### src/design/ssq_pkg.sv
// Constants, encodings and states shared by the stack push/pop sequencer.
// Assumes a 32-bit word machine with a downward-growing stack.
//
// Function
// - Single push writes at stack pointer minus four, which becomes the stack pointer.
// - Pop loads the word at the stack pointer, then adds four to it.
// - Unaligned stack pointer raises an exception and aborts the instruction.
// - Push or pop of subroutine return register leaves interrupt enable alone.
// - Pushing interrupt return enables interrupts; popping it disables them.
// - Popping into the stack pointer raises an undefined-instruction exception.
// - Protected system registers need supervisor mode, else protection violation.
// - Multiple ranges end at the top data or pointer register; limits 0-7, 0-5.
// - Multiple push saves lowest index first, data registers before pointers.
// - Interrupts stay pending from first multiple write until all writes finish.
// - Exception in multiple transfer restores the original stack pointer.
// - Only data 0-7 and pointer 0-5; stack and frame pointers excluded.
// - These instructions issue alone and are 16-bit only.
// - A pop never writes memory, so the popped word stays.
// - Multiple push takes one stack write per register in range.
// - Multiple pop goes highest index down, pointers first, post-incrementing.

package ssq_pkg;

    // ----------------------------------------------------------------
    // Operations, register indices
    // ----------------------------------------------------------------
    typedef enum logic [1:0] {
        OP_PUSH = 2'h0,
        OP_POP = 2'h1,
        OP_PUSHM = 2'h2,
        OP_POPM = 2'h3
    } ssq_op_type;

    localparam logic [5:0] REG_D_MAX = 6'h07;
    localparam logic [5:0] REG_P_BASE = 6'h08;
    localparam logic [5:0] REG_P_MAX = 6'h0D;
    localparam logic [5:0] REG_FRAME_PTR = 6'h0E;
    localparam logic [5:0] REG_STACK_PTR = 6'h0F;
    localparam logic [5:0] REG_SUBR_RET = 6'h10;
    localparam logic [5:0] REG_INT_RET = 6'h11;
    localparam logic [5:0] REG_EXC_RET = 6'h12;
    localparam logic [5:0] REG_NMI_RET = 6'h13;
    localparam logic [5:0] REG_EMU_RET = 6'h14;
    localparam logic [5:0] REG_USER_SP = 6'h15;
    localparam logic [5:0] REG_SEQ_STAT = 6'h16;
    localparam logic [5:0] REG_SYS_CFG = 6'h17;

    localparam logic [2:0] PLIM_MAX = 3'h5;
    localparam logic [31:0] WORD_BYTES = 32'h0000_0004;

    // ----------------------------------------------------------------
    // Reset values
    // ----------------------------------------------------------------
    localparam logic [31:0] SP_RESET = 32'h0000_0000;
    localparam logic IE_RESET = 1'b0;

    // ----------------------------------------------------------------
    // Exceptions and states
    // ----------------------------------------------------------------
    typedef enum logic [2:0] {
        EXC_NONE = 3'h0,
        EXC_UNDEF = 3'h1,
        EXC_PROT = 3'h2,
        EXC_ALIGN = 3'h3,
        EXC_BUS = 3'h4
    } ssq_exc_type;

    typedef enum logic [2:0] {
        ST_IDLE = 3'b001,
        ST_READ = 3'b010,
        ST_MEM = 3'b100
    } ssq_state_type;

endpackage : ssq_pkg

### src/design/ssq_idx_counter.sv
// Loadable up/down index counter used to walk register ranges.
// Assumes one clock, synchronous active-high reset and a clock enable.

module ssq_idx_counter #(
    parameter int W = 6
) (
    // Clock and reset
    input wire logic clk_in,
    input wire logic srst_in,
    input wire logic ce_in,
    // Control
    input wire logic load_in,
    input wire logic [W-1:0] load_val_in,
    input wire logic step_in,
    input wire logic up_in,
    // Value
    output logic [W-1:0] count_out
);

    always_ff @(posedge clk_in) begin
        if (srst_in) begin
            count_out <= '0;
        end else if (ce_in) begin
            if (load_in) begin
                count_out <= load_val_in;
            end else if (step_in) begin
                count_out <= up_in ? W'(count_out + 1'b1) : W'(count_out - 1'b1);
            end
        end
    end

endmodule : ssq_idx_counter

### src/design/ssq_stack_seq.sv
// Stack push/pop sequencer: single and multiple register push and pop.
// Assumes a register file with combinational read and a data memory port
// that answers each held request with a one-cycle ack, optionally with err.

module ssq_stack_seq
    import ssq_pkg::*;
(
    // Clock, reset, enable
    input wire logic clk_in,
    input wire logic srst_in,
    input wire logic ce_in,
    // Decoded instruction
    input wire logic cmd_valid_in,
    input wire logic [1:0] cmd_op_in,
    input wire logic [5:0] cmd_reg_in,
    input wire logic [2:0] cmd_dlim_in,
    input wire logic [2:0] cmd_plim_in,
    input wire logic cmd_use_d_in,
    input wire logic cmd_use_p_in,
    input wire logic cmd_parallel_in,
    input wire logic cmd_long_in,
    input wire logic supervisor_in,
    output logic cmd_ready_out,
    output logic done_out,
    // Stack pointer load from the core
    input wire logic sp_load_en_in,
    input wire logic [31:0] sp_load_val_in,
    output logic [31:0] stack_ptr_out,
    // Register file
    output logic [5:0] rf_rd_idx_out,
    input wire logic [31:0] rf_rd_data_in,
    output logic rf_wr_en_out,
    output logic [5:0] rf_wr_idx_out,
    output logic [31:0] rf_wr_data_out,
    // Data memory
    output logic mem_req_out,
    output logic mem_we_out,
    output logic [31:0] mem_addr_out,
    output logic [31:0] mem_wdata_out,
    input wire logic mem_ack_in,
    input wire logic mem_err_in,
    input wire logic [31:0] mem_rdata_in,
    // Interrupt system and exceptions
    input wire logic irq_in,
    output logic irq_deliver_out,
    output logic irq_hold_out,
    output logic int_enable_out,
    output logic exc_valid_out,
    output logic [2:0] exc_code_out
);

    // ----------------------------------------------------------------
    // Instruction context
    // ----------------------------------------------------------------
    ssq_state_type state, next_state;
    ssq_op_type op_q;
    ssq_exc_type next_exc;
    logic [5:0] reg_q, idx, first_idx, jump_idx;
    logic [2:0] dlim_q, plim_q;
    logic [31:0] sp_saved, next_sp;
    logic use_d_q, use_p_q, accept, issue_ok, fire, fire_ok;
    logic is_last, do_jump, is_push_q, cmd_multi, next_hold;

    assign accept = cmd_valid_in && cmd_ready_out;
    assign issue_ok = accept && (next_exc == EXC_NONE);
    assign fire = (state == ST_MEM) && mem_ack_in;
    assign fire_ok = fire && !mem_err_in;
    assign is_push_q = (op_q == OP_PUSH) || (op_q == OP_PUSHM);
    assign cmd_multi = cmd_op_in[1];

    // ----------------------------------------------------------------
    // Issue checks
    // ----------------------------------------------------------------
    always_comb begin
        next_exc = EXC_NONE;
        if (cmd_parallel_in || cmd_long_in) begin
            next_exc = EXC_UNDEF;
        end else if (cmd_op_in == OP_POP && cmd_reg_in == REG_STACK_PTR) begin
            next_exc = EXC_UNDEF;
        end else if (cmd_multi && ((!cmd_use_d_in && !cmd_use_p_in) || cmd_plim_in > PLIM_MAX)) begin
            next_exc = EXC_UNDEF;
        end else if (!cmd_multi && !supervisor_in && cmd_reg_in >= REG_INT_RET &&
                     cmd_reg_in <= REG_SYS_CFG) begin
            next_exc = EXC_PROT;
        end else if (stack_ptr_out[1:0] != 2'h0) begin
            // Stepping by whole words keeps a multiple transfer aligned once it starts
            next_exc = EXC_ALIGN;
        end
    end

    // ----------------------------------------------------------------
    // Register range walk
    // ----------------------------------------------------------------
    always_comb begin
        case (ssq_op_type'(cmd_op_in))
            OP_PUSHM: first_idx = cmd_use_d_in ? {3'h0, cmd_dlim_in} :
                                  6'(REG_P_BASE + cmd_plim_in);
            OP_POPM: first_idx = cmd_use_p_in ? REG_P_MAX : REG_D_MAX;
            default: first_idx = cmd_reg_in;
        endcase
    end
    always_comb begin
        is_last = 1'b1;
        do_jump = 1'b0;
        jump_idx = 6'(REG_P_BASE + plim_q);
        case (op_q)
            OP_PUSHM: begin
                is_last = (idx == (use_p_q ? REG_P_MAX : REG_D_MAX));
                do_jump = (idx == REG_D_MAX) && use_p_q;
            end
            OP_POPM: begin
                is_last = (idx == (use_d_q ? {3'h0, dlim_q} : 6'(REG_P_BASE + plim_q)));
                do_jump = (idx == 6'(REG_P_BASE + plim_q)) && use_d_q;
                jump_idx = REG_D_MAX;
            end
            default: is_last = 1'b1;
        endcase
    end
    ssq_idx_counter #(.W(6)) u_idx (
        .clk_in(clk_in),
        .srst_in(srst_in),
        .ce_in(ce_in),
        .load_in(issue_ok || (fire_ok && !is_last && do_jump)),
        .load_val_in(issue_ok ? first_idx : jump_idx),
        .step_in(fire_ok && !is_last),
        .up_in(is_push_q),
        .count_out(idx)
    );
    assign rf_rd_idx_out = idx;

    // ----------------------------------------------------------------
    // Sequencer
    // ----------------------------------------------------------------
    always_comb begin
        next_state = state;
        case (state)
            ST_IDLE: begin
                if (issue_ok) begin
                    next_state = cmd_op_in[0] ? ST_MEM : ST_READ;
                end
            end
            ST_READ: next_state = ST_MEM;
            ST_MEM: begin
                if (fire) begin
                    if (mem_err_in || is_last) begin
                        next_state = ST_IDLE;
                    end else begin
                        next_state = is_push_q ? ST_READ : ST_MEM;
                    end
                end
            end
            default: next_state = ST_IDLE;
        endcase
    end
    always_ff @(posedge clk_in) begin
        if (srst_in) begin
            state <= ST_IDLE;
            cmd_ready_out <= 1'b0;
        end else if (ce_in) begin
            state <= next_state;
            cmd_ready_out <= (next_state == ST_IDLE);
        end
    end
    always_ff @(posedge clk_in) begin
        if (srst_in) begin
            op_q <= OP_PUSH;
            reg_q <= 6'h00;
            dlim_q <= 3'h0;
            plim_q <= 3'h0;
            use_d_q <= 1'b0;
            use_p_q <= 1'b0;
            sp_saved <= SP_RESET;
        end else if (ce_in && issue_ok) begin
            op_q <= ssq_op_type'(cmd_op_in);
            reg_q <= cmd_reg_in;
            dlim_q <= cmd_dlim_in;
            plim_q <= cmd_plim_in;
            use_d_q <= cmd_use_d_in;
            use_p_q <= cmd_use_p_in;
            sp_saved <= stack_ptr_out;
        end
    end

    // ----------------------------------------------------------------
    // Stack pointer
    // ----------------------------------------------------------------
    always_comb begin
        next_sp = stack_ptr_out;
        if (state == ST_IDLE && sp_load_en_in && !accept) begin
            next_sp = sp_load_val_in;
        end else if (fire && mem_err_in) begin
            // Restart after the exception needs the original pointer back
            next_sp = sp_saved;
        end else if (fire_ok && is_push_q) begin
            next_sp = mem_addr_out;
        end else if (fire_ok) begin
            next_sp = stack_ptr_out + WORD_BYTES;
        end
    end
    always_ff @(posedge clk_in) begin
        if (srst_in) begin
            stack_ptr_out <= SP_RESET;
        end else if (ce_in) begin
            stack_ptr_out <= next_sp;
        end
    end

    // ----------------------------------------------------------------
    // Memory port
    // ----------------------------------------------------------------
    always_ff @(posedge clk_in) begin
        if (srst_in) begin
            mem_req_out <= 1'b0;
            mem_we_out <= 1'b0;
            mem_addr_out <= 32'h0000_0000;
            mem_wdata_out <= 32'h0000_0000;
        end else if (ce_in) begin
            mem_req_out <= (next_state == ST_MEM);
            if (next_state == ST_MEM && (state != ST_MEM || fire)) begin
                if (state == ST_READ) begin
                    mem_we_out <= 1'b1;
                    mem_addr_out <= next_sp - WORD_BYTES;
                end else begin
                    mem_we_out <= 1'b0;
                    mem_addr_out <= next_sp;
                end
            end
            if (state == ST_READ) begin
                mem_wdata_out <= (idx == REG_STACK_PTR) ? stack_ptr_out : rf_rd_data_in;
            end
        end
    end

    // ----------------------------------------------------------------
    // Register file write-back
    // ----------------------------------------------------------------
    always_ff @(posedge clk_in) begin
        if (srst_in) begin
            rf_wr_en_out <= 1'b0;
            rf_wr_idx_out <= 6'h00;
            rf_wr_data_out <= 32'h0000_0000;
        end else if (ce_in) begin
            rf_wr_en_out <= fire_ok && !is_push_q;
            if (fire_ok && !is_push_q) begin
                rf_wr_idx_out <= idx;
                rf_wr_data_out <= mem_rdata_in;
            end
        end
    end

    // ----------------------------------------------------------------
    // Completion, exceptions, interrupt system
    // ----------------------------------------------------------------
    always_ff @(posedge clk_in) begin
        if (srst_in) begin
            done_out <= 1'b0;
            exc_valid_out <= 1'b0;
            exc_code_out <= EXC_NONE;
        end else if (ce_in) begin
            done_out <= fire_ok && is_last;
            exc_valid_out <= (accept && next_exc != EXC_NONE) || (fire && mem_err_in);
            if (accept && next_exc != EXC_NONE) begin
                exc_code_out <= next_exc;
            end else if (fire && mem_err_in) begin
                exc_code_out <= EXC_BUS;
            end
        end
    end
    // Only the interrupt return register touches the enable
    always_ff @(posedge clk_in) begin
        if (srst_in) begin
            int_enable_out <= IE_RESET;
        end else if (ce_in && fire_ok && is_last && !op_q[1] && reg_q == REG_INT_RET) begin
            int_enable_out <= (op_q == OP_PUSH);
        end
    end
    // Hold rises with the first request; in idle op_q is stale, so the taken op decides
    assign next_hold = (state == ST_IDLE ? cmd_multi : op_q[1]) && next_state != ST_IDLE &&
                       (next_state == ST_MEM || irq_hold_out);
    always_ff @(posedge clk_in) begin
        if (srst_in) begin
            irq_hold_out <= 1'b0;
            irq_deliver_out <= 1'b0;
        end else if (ce_in) begin
            irq_hold_out <= next_hold;
            irq_deliver_out <= irq_in && int_enable_out && !next_hold;
        end
    end
endmodule : ssq_stack_seq

### config.mk
export PLATFORM = sky130hd
export DESIGN_NAME = ssq_stack_seq
export DESIGN_NICKNAME = d
export VERILOG_FILES = /design/src/design/ssq_pkg.sv /design/src/design/ssq_idx_counter.sv /design/src/design/ssq_stack_seq.sv
export SDC_FILE = /design/constraint.sdc
export NUM_CORES = 1
export LEC_CHECK = 0
export BUFFER_PORTS_ARGS = -buffer_cell sky130_fd_sc_hd__buf_2
export CORE_UTILIZATION = 49
export DETAILED_ROUTE_END_ITERATION = 12
export PLACE_DENSITY_LB_ADDON = 0.1
export SLEW_MARGIN = 40
export SYNTH_ARGS = -nofsm -noshare
export SYNTH_HDL_FRONTEND = slang
export SYNTH_HIERARCHICAL = 1
export SYNTH_SLANG_ARGS = --single-unit
### constraint.sdc
create_clock -name clk_in -period 2.99 [get_ports clk_in]
set_input_delay 0.598 -clock clk_in [delete_from_list [all_inputs] [get_ports clk_in]]
set_output_delay 0.598 -clock clk_in [all_outputs]
set_load 0.005 [all_outputs]
==> results.sh, run 1 <==
export IMPL_crit_type="register to register"
export IMPL_hold_ws_ns=0.3209
export IMPL_mostFrequentLayoutCells="buf_2 (273), nand2_1 (244), buf_4 (215)"
export IMPL_relSlewSlack_pct=49.35
export IMPL_crit_fanout=6
export IMPL_ios=275
export IMPL_hpwl_mm=27.97
export IMPL_worst_path_largest_cell_delay_ns=0.40
export IMPL_fin_crit_sh_pct=98.09
export IMPL_clk_pin_slew_ns=0.06
export IMPL_final_net_count=1923
export IMPL_p_leak_nw=6.484
export IMPL_synth_edf_count=0
export IMPL_ctsHtreeMaxLevel=1
export IMPL_powerDensity_nw_per_um2=448.1
export IMPL_grt_first_pass_wirelength_mm=58.73
export IMPL_worstSetupEndpointType="register"
export IMPL_rsz0062_at_grt="yes"
export IMPL_drt_total_wl_mm=38.47
export IMPL_path_cells="and4bb_4 -> nand2_1 -> buf_4 -> buf_4 -> o22a_1 -> nand3_2 -> o211ai_2 -> nor4_4 -> buf_4 -> nand4_2 -> or3_1 -> a311oi_1"
export IMPL_tightest_slew_ns=0.7597
export IMPL_met2_wirelength_mm=17.45
export IMPL_num_vias=11970
export IMPL_path_common_cell="buf_4"
export IMPL_synth_warnings=6
export IMPL_die_width_um=150.2
export IMPL_rows=53
export IMPL_cp_required_ns=3.41
export IMPL_finalSetupViolCount=0
export IMPL_ir_worst_vdd_uv=408.8
export IMPL_placed_cells=2019
export IMPL_clock_latency_ns=0.51
export IMPL_fin_setup_tns_ns=0
export IMPL_highest_layer="met4"
export IMPL_fin_skew_ns=0.01119
export IMPL_synth_cells=1368
export IMPL_vias_per_cell=5.741
export IMPL_slew_viol_final=0
export IMPL_drive_gt1_share_pct=35.99
export IMPL_dr_first_iter_drc_count=786
export IMPL_grt_usage_pct=33.04
export IMPL_synth_area_um2=10760
export IMPL_syn_mean_instance_area_um2=7.862
export IMPL_drtAntennaViolNets=0
export IMPL_cts_buffers=23
export IMPL_status="complete, no violations"
export IMPL_cts_tree="built"
export IMPL_clockBufferDepth=3
export IMPL_crit_slowest_cell="and4bb_4"
export IMPL_die_area_um2=22550
export IMPL_yosysSeqAreaShare_pct=37.79
export IMPL_grt_overflow_total=0
export IMPL_root_buffer="clkbuf_16"
export IMPL_fin_cells=2085
export IMPL_synthFlopType="dfxtp_1"
export IMPL_cp_start_kind="register"
export IMPL_async_reset_ff_share_pct=0
export IMPL_core_area_um2=21290
export IMPL_max_cap_violations=0
export IMPL_hold_viol=0
export IMPL_power_total_mw=6.742
export IMPL_wl_met3_mm=3.263
export IMPL_area_delta_synth_final_pct=39.88
export IMPL_grt_max_degree=72
export IMPL_antenna_found_initial=1
export IMPL_clock_fmax_ghz=0.3410
export IMPL_portBuffers=274
export IMPL_wire_per_inst_um=18.45
export IMPL_cts_sinks=203
export IMPL_period_minus_slack_ns=2.933
export IMPL_grt_pass1_vias=11209
export IMPL_drt_first_pass_iters=7
export IMPL_ys_ff_latch=203
export IMPL_wl_met1_mm=16.01
export IMPL_synthDistinctLibCells=93
export IMPL_die_h_um=150.2
export IMPL_syn_num_nets=1498
export IMPL_holdCritPathClass="input port to register"
export IMPL_start_util_pct=50.53
export IMPL_drc=0
export IMPL_gp_congestion=0.9840
export IMPL_final_common_cell="buf_2"
export IMPL_cp_arrival_ns=3.35
synthesized netlist by cell type (4+ instances only):
library cell	n	share of area (%)
nand4_1	22	1.3
nor4_1	9	0.52
a31oi_1	4	0.23
a31o_2	6	0.49
and3_1	18	1.0
nand3b_1	6	0.42
o21ai_0	27	1.3
a22o_1	4	0.33
a211oi_1	67	4.7
and2_1	7	0.41
o2111ai_1	4	0.33
or4_1	8	0.56
nand2_1	246	8.6
buf_2	17	0.79
buf_1	8	0.28
nor3_1	29	1.3
o22a_1	7	0.57
clkbuf_1	74	2.6
a21oi_1	150	7.0
o211ai_1	7	0.49
xnor2_1	21	1.7
buf_6	7	0.73
nand3_1	30	1.4
mux2i_1	47	4.4
nor2b_1	5	0.29
xor2_1	21	1.7
o22ai_1	9	0.52
or3_1	7	0.41
o21a_1	4	0.28
nor2_1	142	5.0
o31ai_1	10	0.70
nand2b_1	5	0.29
dfxtp_1	203	38
o31a_1	7	0.57
or2_2	5	0.29
a221oi_1	7	0.57
inv_1	19	0.66
a21o_1	5	0.35
ha_1	6	0.70
and4_1	5	0.41
metrics by stage:
step           area [µm²]  util (%)  setup WS [ns]
2_1_floorplan       10850         -       -0.03773
3_3_place_gp        13720     64.44        -0.3263
3_5_place_dp        13720     64.44        -0.3996
4_1_cts             14660     68.87       0.006825
5_1_grt             15040     70.66       -0.04506
6_report            15040     70.68        0.05706
cells by family after synthesis:
kind of cell / after synthesis / share of synthesized area (%)
buffers and inverters: 129 / 5.247
AOI/OAI and AO/OA: 362 / 22.45
DFF: 203 / 37.79
xor gates and xnor gates: 42 / 3.420
and+or+nand+nor: 577 / 25.73
adders and majority gates: 7 / 0.8841
muxes: 48 / 4.479
power breakdown:
group | switching (mW) | total [mW] | internal, mW
Combinational | 0.534 | 1.00 | 0.468
Sequential | 0.0307 | 2.77 | 2.74
Clock | 1.16 | 2.97 | 1.80
Total | 1.73 | 6.74 | 5.01
what timing repair did:
item                                    in CTS  in global routing
endpoints found under the setup margin      28                 35
hold buffers                                 0                  0
resized for setup                           23                 63
pin swaps                                   10                 38
buffers inserted                             8                 14
gates cloned                                 1                  1
registers in the layout, indices dropped and copies added (netlist names), 6 cells and up:
signal           cells
rf_wr_idx_out        6
stack_ptr_out       32
rf_wr_data_out      32
mem_wdata_out       32
mem_addr_out        32
u_idx/count_out      6
reg_q                6
sp_saved            32
metal layers:
metal	up-vias	GRT usage [%]
li1	5766	-
met1	5553	42.59
met2	537	53.08
met3	114	6.606
met4	0	15.15
met5	-	0
path summary, 6_finish.rpt:
kind              depth (start not counted)  slack [ns]           endpoint             from
hold / removal                            3        0.32  rf_wr_data_out[6]  mem_rdata_in[6]
setup / recovery                         12        0.06   mem_addr_out[27]         state[0]
hold reg to reg                           2        0.45       sp_saved[31]     sp_saved[31]
setup reg to reg                         12        0.06   mem_addr_out[27]         state[0]
area by class of cell:
type	instances	area, µm²
Antenna cell	1	2.502
Clock buffer	27	610.6
Clock inverter	14	176.4
Fill cell	1808	6242
Inverter	20	77.57
Multi-Input combinational cell	1038	6496
Sequential cell	203	4081
Tap cell	275	344.1
Timing Repair Buffer	507	3256
worst max-delay path: cells and delay by family, from the launching register on:
kind            cells  cell delay (ns)
compound gates      3             0.55
flops               1             0.36
simple gates        6             1.42
buf+inv             3             0.52
Power figures use the tool's default switching activity.
==> run 2, diff against run 1 <==
--- a/config.mk
+++ b/config.mk
@@ -8,7 +8,7 @@
 export BUFFER_PORTS_ARGS = -buffer_cell sky130_fd_sc_hd__buf_2
 export CORE_UTILIZATION = 49
 export DETAILED_ROUTE_END_ITERATION = 12
-export PLACE_DENSITY_LB_ADDON = 0.1
+export PLACE_DENSITY = 0.87
 export SLEW_MARGIN = 40
 export SYNTH_ARGS = -nofsm -noshare
 export SYNTH_HDL_FRONTEND = slang
==> results.sh, run 2 (synthesis gave the netlist of run 1 again) <==
export IMPL_cts_sinks=203
export IMPL_p_leak_nw=6.700
export IMPL_fin_skew_ns=0.01318
export IMPL_drt_first_pass_iters=5
export IMPL_power_total_mw=6.871
export IMPL_cp_startpoint="cmd_ready_out"
export IMPL_relSlewSlack_pct=59.44
export IMPL_grt_use_met3_pct=5.515
export IMPL_period_minus_slack_ns=3.090
export IMPL_grt_usage_pct=35.44
export IMPL_cp_required_ns=3.42
export IMPL_hold_viol=0
export IMPL_dpl_instance_area_um2=13850
export IMPL_cp_arrival_ns=3.52
export IMPL_placed_cells=2032
export IMPL_violations="negative setup slack"
export IMPL_cts_tree="built"
export IMPL_final_common_cell="buf_2"
export IMPL_holdCritPathClass="input port to register"
export IMPL_antenna_found_initial=1
export IMPL_cts_buffers=23
export IMPL_worstSetupEndpointType="register"
export IMPL_start_util_pct=50.53
export IMPL_grt_pass1_vias=11993
export IMPL_clock_latency_ns=0.52
export IMPL_dp_slack_ns=-0.5586
export IMPL_clockBufferDepth=3
export IMPL_ctsHtreeMaxLevel=1
export IMPL_portBuffers=274
export IMPL_mostFrequentLayoutCells="buf_2 (273), nand2_1 (244), buf_4 (235)"
export IMPL_crit_type="register to register"
export IMPL_finalWorstSetupSlack_ns=-0.09954
export IMPL_drtAntennaViolNets=0
export IMPL_slew_viol_final=0
export IMPL_final_net_count=1947
export IMPL_die_h_um=150.2
export IMPL_design_area_um2=15430
export IMPL_core_area_um2=21290
export IMPL_root_buffer="clkbuf_16"
export IMPL_rsz0062_at_grt="yes"
export IMPL_max_cap_violations=0
export IMPL_wire_per_inst_um=20.35
export IMPL_area_delta_synth_final_pct=43.44
export IMPL_die_area_um2=22550
export IMPL_vias_per_cell=6.087
export IMPL_clock_fmax_ghz=0.3237
export IMPL_grt_busiest_layer="met2"
export IMPL_drt_total_wl_mm=42.91
export IMPL_crit_fanout=8
export IMPL_rows=53
export IMPL_grt_util_met2_pct=60.30
export IMPL_grt_first_pass_wirelength_mm=62.38
export IMPL_reg2reg_from="cmd_ready_out"
export IMPL_gp_congestion=1.025
export IMPL_clk_pin_slew_ns=0.06
export IMPL_gr_usage_met1_pct=43.15
export IMPL_ir_worst_vdd_uv=422.7
export IMPL_grt_overflow_total=0
export IMPL_status="finished with violations"
export IMPL_final_fill_count=1574
export IMPL_hpwl_mm=30.09
export IMPL_finalSetupViolCount=11
export IMPL_fin_crit_sh_pct=103.3
export IMPL_die_width_um=150.2
export IMPL_num_vias=12837
export IMPL_cp_start_kind="register"
export IMPL_hp_start="mem_rdata_in[0]"
export IMPL_tightest_slew_ns=0.6084
export IMPL_drc=0
export IMPL_fin_cells=2109
export IMPL_ios=275
export IMPL_dr_first_iter_drc_count=1113
export IMPL_drive_gt1_share_pct=37.26
export IMPL_grt_max_degree=69
export IMPL_powerDensity_nw_per_um2=445.4
[run 2: routing by layer]
layer  vias to the layer above  wire [µm]
li1                       5808          -
met1                      5930      15920
met2                       902      19770
met3                       197       4702
met4                         0       2513
met5                         -          0
[run 2: through the flow]
| stage | util [%] | hold slack [ns] | TNS (ns) |
|---|---|---|---|
| CTS | 70.09 | 0.3101 | 0 |
| global placement | 65.07 | 0.4382 | -5.065 |
| finish | 72.47 | 0.3148 | -0.5282 |
| detailed placement | 65.07 | 0.4432 | -8.262 |
| global route | 72.47 | 0.3186 | -2.529 |
| floorplan | - | 0.4316 | -0.07446 |
[run 2: cell type report]
| cell class | count | area, µm² | share of cell area [%] |
|---|---|---|---|
| diodes | 1 | 2.502 | 0.01622 |
| clock buffers | 36 | 674.4 | 4.371 |
| clock inverters | 5 | 125.1 | 0.8110 |
| inverters | 20 | 77.57 | 0.5028 |
| multi-input cells | 1038 | 6604 | 42.81 |
| flip-flops and latches | 203 | 4091 | 26.52 |
| well taps | 275 | 344.1 | 2.230 |
| repair buffers | 531 | 3508 | 22.74 |
[run 2: path summary, 6_finish.rpt]
check	depth (start not counted)	slack [ns]	endpoint
setup / recovery	11	-0.1	mem_addr_out[24]
hold / removal	3	0.31	rf_wr_data_out[0]
setup reg to reg	11	-0.1	mem_addr_out[24]
hold reg to reg	2	0.45	rf_wr_data_out[10]
[run 2: what timing repair did]
action                     CTS  global route
gates cloned                 1             3
hold buffers                 0             0
pin swaps                   17            42
setup buffers               17            17
setup endpoints to repair   16            33
resized for setup           33            79
[run 2: where the power goes]
group / switching, mW / internal, mW / leakage (nW) / total [mW]
Clock: 1.14 / 1.88 / 0.389 / 3.02
Sequential: 0.0420 / 2.74 / 1.65 / 2.78
Combinational: 0.583 / 0.480 / 4.67 / 1.06
Total: 1.77 / 5.11 / 6.70 / 6.87
[run 2: worst max-delay path: stages, from the launching register on]
cell and delay [ns]:
dfxtp_1 0.36, a21boi_4 0.49, nand2_4 0.25, mux2i_1 0.31, ha_2 0.24, buf_4 0.11, nand3_1 0.16, nor4_1 0.28
buf_4 0.18, nand4b_1 0.19, xor2_1 0.22, a211oi_1 0.20
==> run 3, diff against run 2 <==
--- a/config.mk
+++ b/config.mk
@@ -6,9 +6,9 @@
 export NUM_CORES = 1
 export LEC_CHECK = 0
 export BUFFER_PORTS_ARGS = -buffer_cell sky130_fd_sc_hd__buf_2
-export CORE_UTILIZATION = 49
+export CORE_UTILIZATION = 50
 export DETAILED_ROUTE_END_ITERATION = 12
-export PLACE_DENSITY = 0.87
+export PLACE_DENSITY = 0.85
 export SLEW_MARGIN = 40
 export SYNTH_ARGS = -nofsm -noshare
 export SYNTH_HDL_FRONTEND = slang
==> constraint.sdc (replaced) <==
create_clock -name clk_in -period 3.25 [get_ports clk_in]
set_input_delay 0.65 -clock clk_in [delete_from_list [all_inputs] [get_ports clk_in]]
set_output_delay 0.65 -clock clk_in [all_outputs]
set_load 0.005 [all_outputs]
==> results.sh, run 3 (synthesis gave the netlist of run 1 again) <==
export IMPL_design_area_um2=14290
export IMPL_status="complete, no violations"
export IMPL_final_util_pct=67.77
export IMPL_path_common_cell="buf_4"
export IMPL_crit_type="register to register"
export IMPL_clockBufferDepth=3
export IMPL_cts_buffers=23
export IMPL_clock_fmax_ghz=0.3204
export IMPL_p_leak_nw=6.158
export IMPL_dpl_instance_area_um2=13470
export IMPL_core_area_um2=21090
export IMPL_slew_viol_final=0
export IMPL_power_total_mw=6.118
export IMPL_grt_pass1_vias=11609
export IMPL_gp_congestion=1.018
export IMPL_cp_startpoint="state[1]"
export IMPL_ios=275
export IMPL_grt_overflow_total=0
export IMPL_hold_depth=3
export IMPL_mostFrequentLayoutCells="buf_2 (273), nand2_1 (246), dfxtp_1 (198)"
export IMPL_rows=53
export IMPL_period_minus_slack_ns=3.121
export IMPL_final_fill_count=1749
export IMPL_dr_first_iter_drc_count=927
export IMPL_wire_per_inst_um=19.07
export IMPL_tightest_slew_ns=0.6656
export IMPL_die_h_um=148.7
export IMPL_fin_skew_ns=0.02006
export IMPL_fin_setup_tns_ns=0
export IMPL_die_area_um2=22100
export IMPL_ir_worst_vdd_uv=448.7
export IMPL_relSlewSlack_pct=55.25
export IMPL_drt_total_wl_mm=38.83
export IMPL_hold_viol=0
export IMPL_reg2reg_depth=10
export IMPL_worstSetupEndpointType="register"
export IMPL_cp_start_kind="register"
export IMPL_path_cells="and4bb_2 -> buf_4 -> a22o_1 -> buf_4 -> o41ai_4 -> nand2_1 -> nor4_2 -> nand3_1 -> or4_1 -> o311ai_1"
export IMPL_portBuffers=274
export IMPL_drtAntennaViolNets=0
export IMPL_max_cap_violations=0
export IMPL_antenna_found_initial=1
export IMPL_fin_crit_sh_pct=96.05
export IMPL_drt_first_pass_iters=5
export IMPL_cts_hold_buf=0
export IMPL_grt_first_pass_wirelength_mm=60.83
export IMPL_area_delta_synth_final_pct=32.88
export IMPL_holdCritPathClass="input port to register"
export IMPL_num_vias=12086
export IMPL_cp_required_ns=3.69
export IMPL_ctsHtreeMaxLevel=1
export IMPL_clock_latency_ns=0.53
export IMPL_grt_usage_pct=34.72
export IMPL_drive_gt1_share_pct=31.14
export IMPL_crit_slowest_cell="or4_1"
export IMPL_die_width_um=148.7
export IMPL_worst_path_largest_cell_delay_ns=0.51
export IMPL_powerDensity_nw_per_um2=428.1
export IMPL_hpwl_mm=28.89
export IMPL_hp_start="mem_rdata_in[30]"
export IMPL_grt_max_degree=61
export IMPL_reg2reg_from="state[1]"
export IMPL_cts_tree="built"
export IMPL_final_common_cell="buf_2"
export IMPL_root_buffer="clkbuf_16"
export IMPL_start_util_pct=51.00
export IMPL_finalSetupViolCount=0
export IMPL_drc=0
export IMPL_vias_per_cell=5.936
export IMPL_rsz0062_at_grt="yes"
export IMPL_final_net_count=1873
export IMPL_crit_fanout=10
export IMPL_cts_sinks=203
export IMPL_cp_arrival_ns=3.56
export IMPL_clk_pin_slew_ns=0.06
export IMPL_hold_ws_ns=0.3638
-- run 3: cell count changes in the layout (fill, tap and decap cells not counted), sizes merged --
cell / before / now
nand2: 251 / 249
bufinv: 4 / 3
inv: 20 / 21
buf: 529 / 459
clkinv: 1 / 3
clkbuf: 38 / 35
-- run 3: critical path: cells and delay by family, from the launching register on --
kind / cells / cell delay, ns
AO/OA/AOI/OAI: 3 / 0.86
flip-flops: 1 / 0.44
buffers and inverters: 2 / 0.32
AND/OR/NAND/NOR: 5 / 1.41
-- run 3: timing repair --
item                                    CTS  global route
gates resized for setup                   1            10
gates cloned                              0             0
endpoints found under the setup margin    1            21
setup buffers                             1             1
pin swaps                                 1             2
-- run 3: final timing paths --
check                  endpoint  slack [ns]
min reg2reg   rf_wr_data_out[9]        0.45
max reg2reg    mem_addr_out[31]        0.13
max            mem_addr_out[31]        0.13
min          rf_wr_data_out[30]        0.36
-- run 3: final cells by class --
cell class	instances	area (µm²)	area share [%]
Sequential cell	203	4070	28.48
Inverter	20	75.07	0.5253
Antenna cell	1	2.502	0.01751
Clock buffer	35	660.6	4.623
Tap cell	275	344.1	2.408
Clock inverter	7	113.9	0.7967
Timing Repair Buffer	459	2854	19.97
Multi-Input combinational cell	1036	6171	43.18
-- run 3: layer usage --
layer	up-vias	part of all wire [%]	routed length [µm]	track usage [%]
met2	712	46	17790	58.04
met4	0	4.4	1709	15.67
met1	5599	40	15380	43.13
li1	5641	-	-	-
met5	-	0	0	0
met3	134	10	3944	6.687
-- run 3: power breakdown --
part	leakage [nW]	internal [mW]	switching, mW
clock	0.380	1.64	1.07
combinational	4.14	0.378	0.463
sequential	1.64	2.52	0.0412
-- run 3: through the flow --
stage	std cells	setup WS, ns
6_report	2036	0.1285
5_1_grt	2035	-0.006905
4_1_cts	2034	0.01067
3_5_place_dp	1991	-0.1784
3_3_place_gp	1991	-0.1153
2_1_floorplan	1368	0.02137
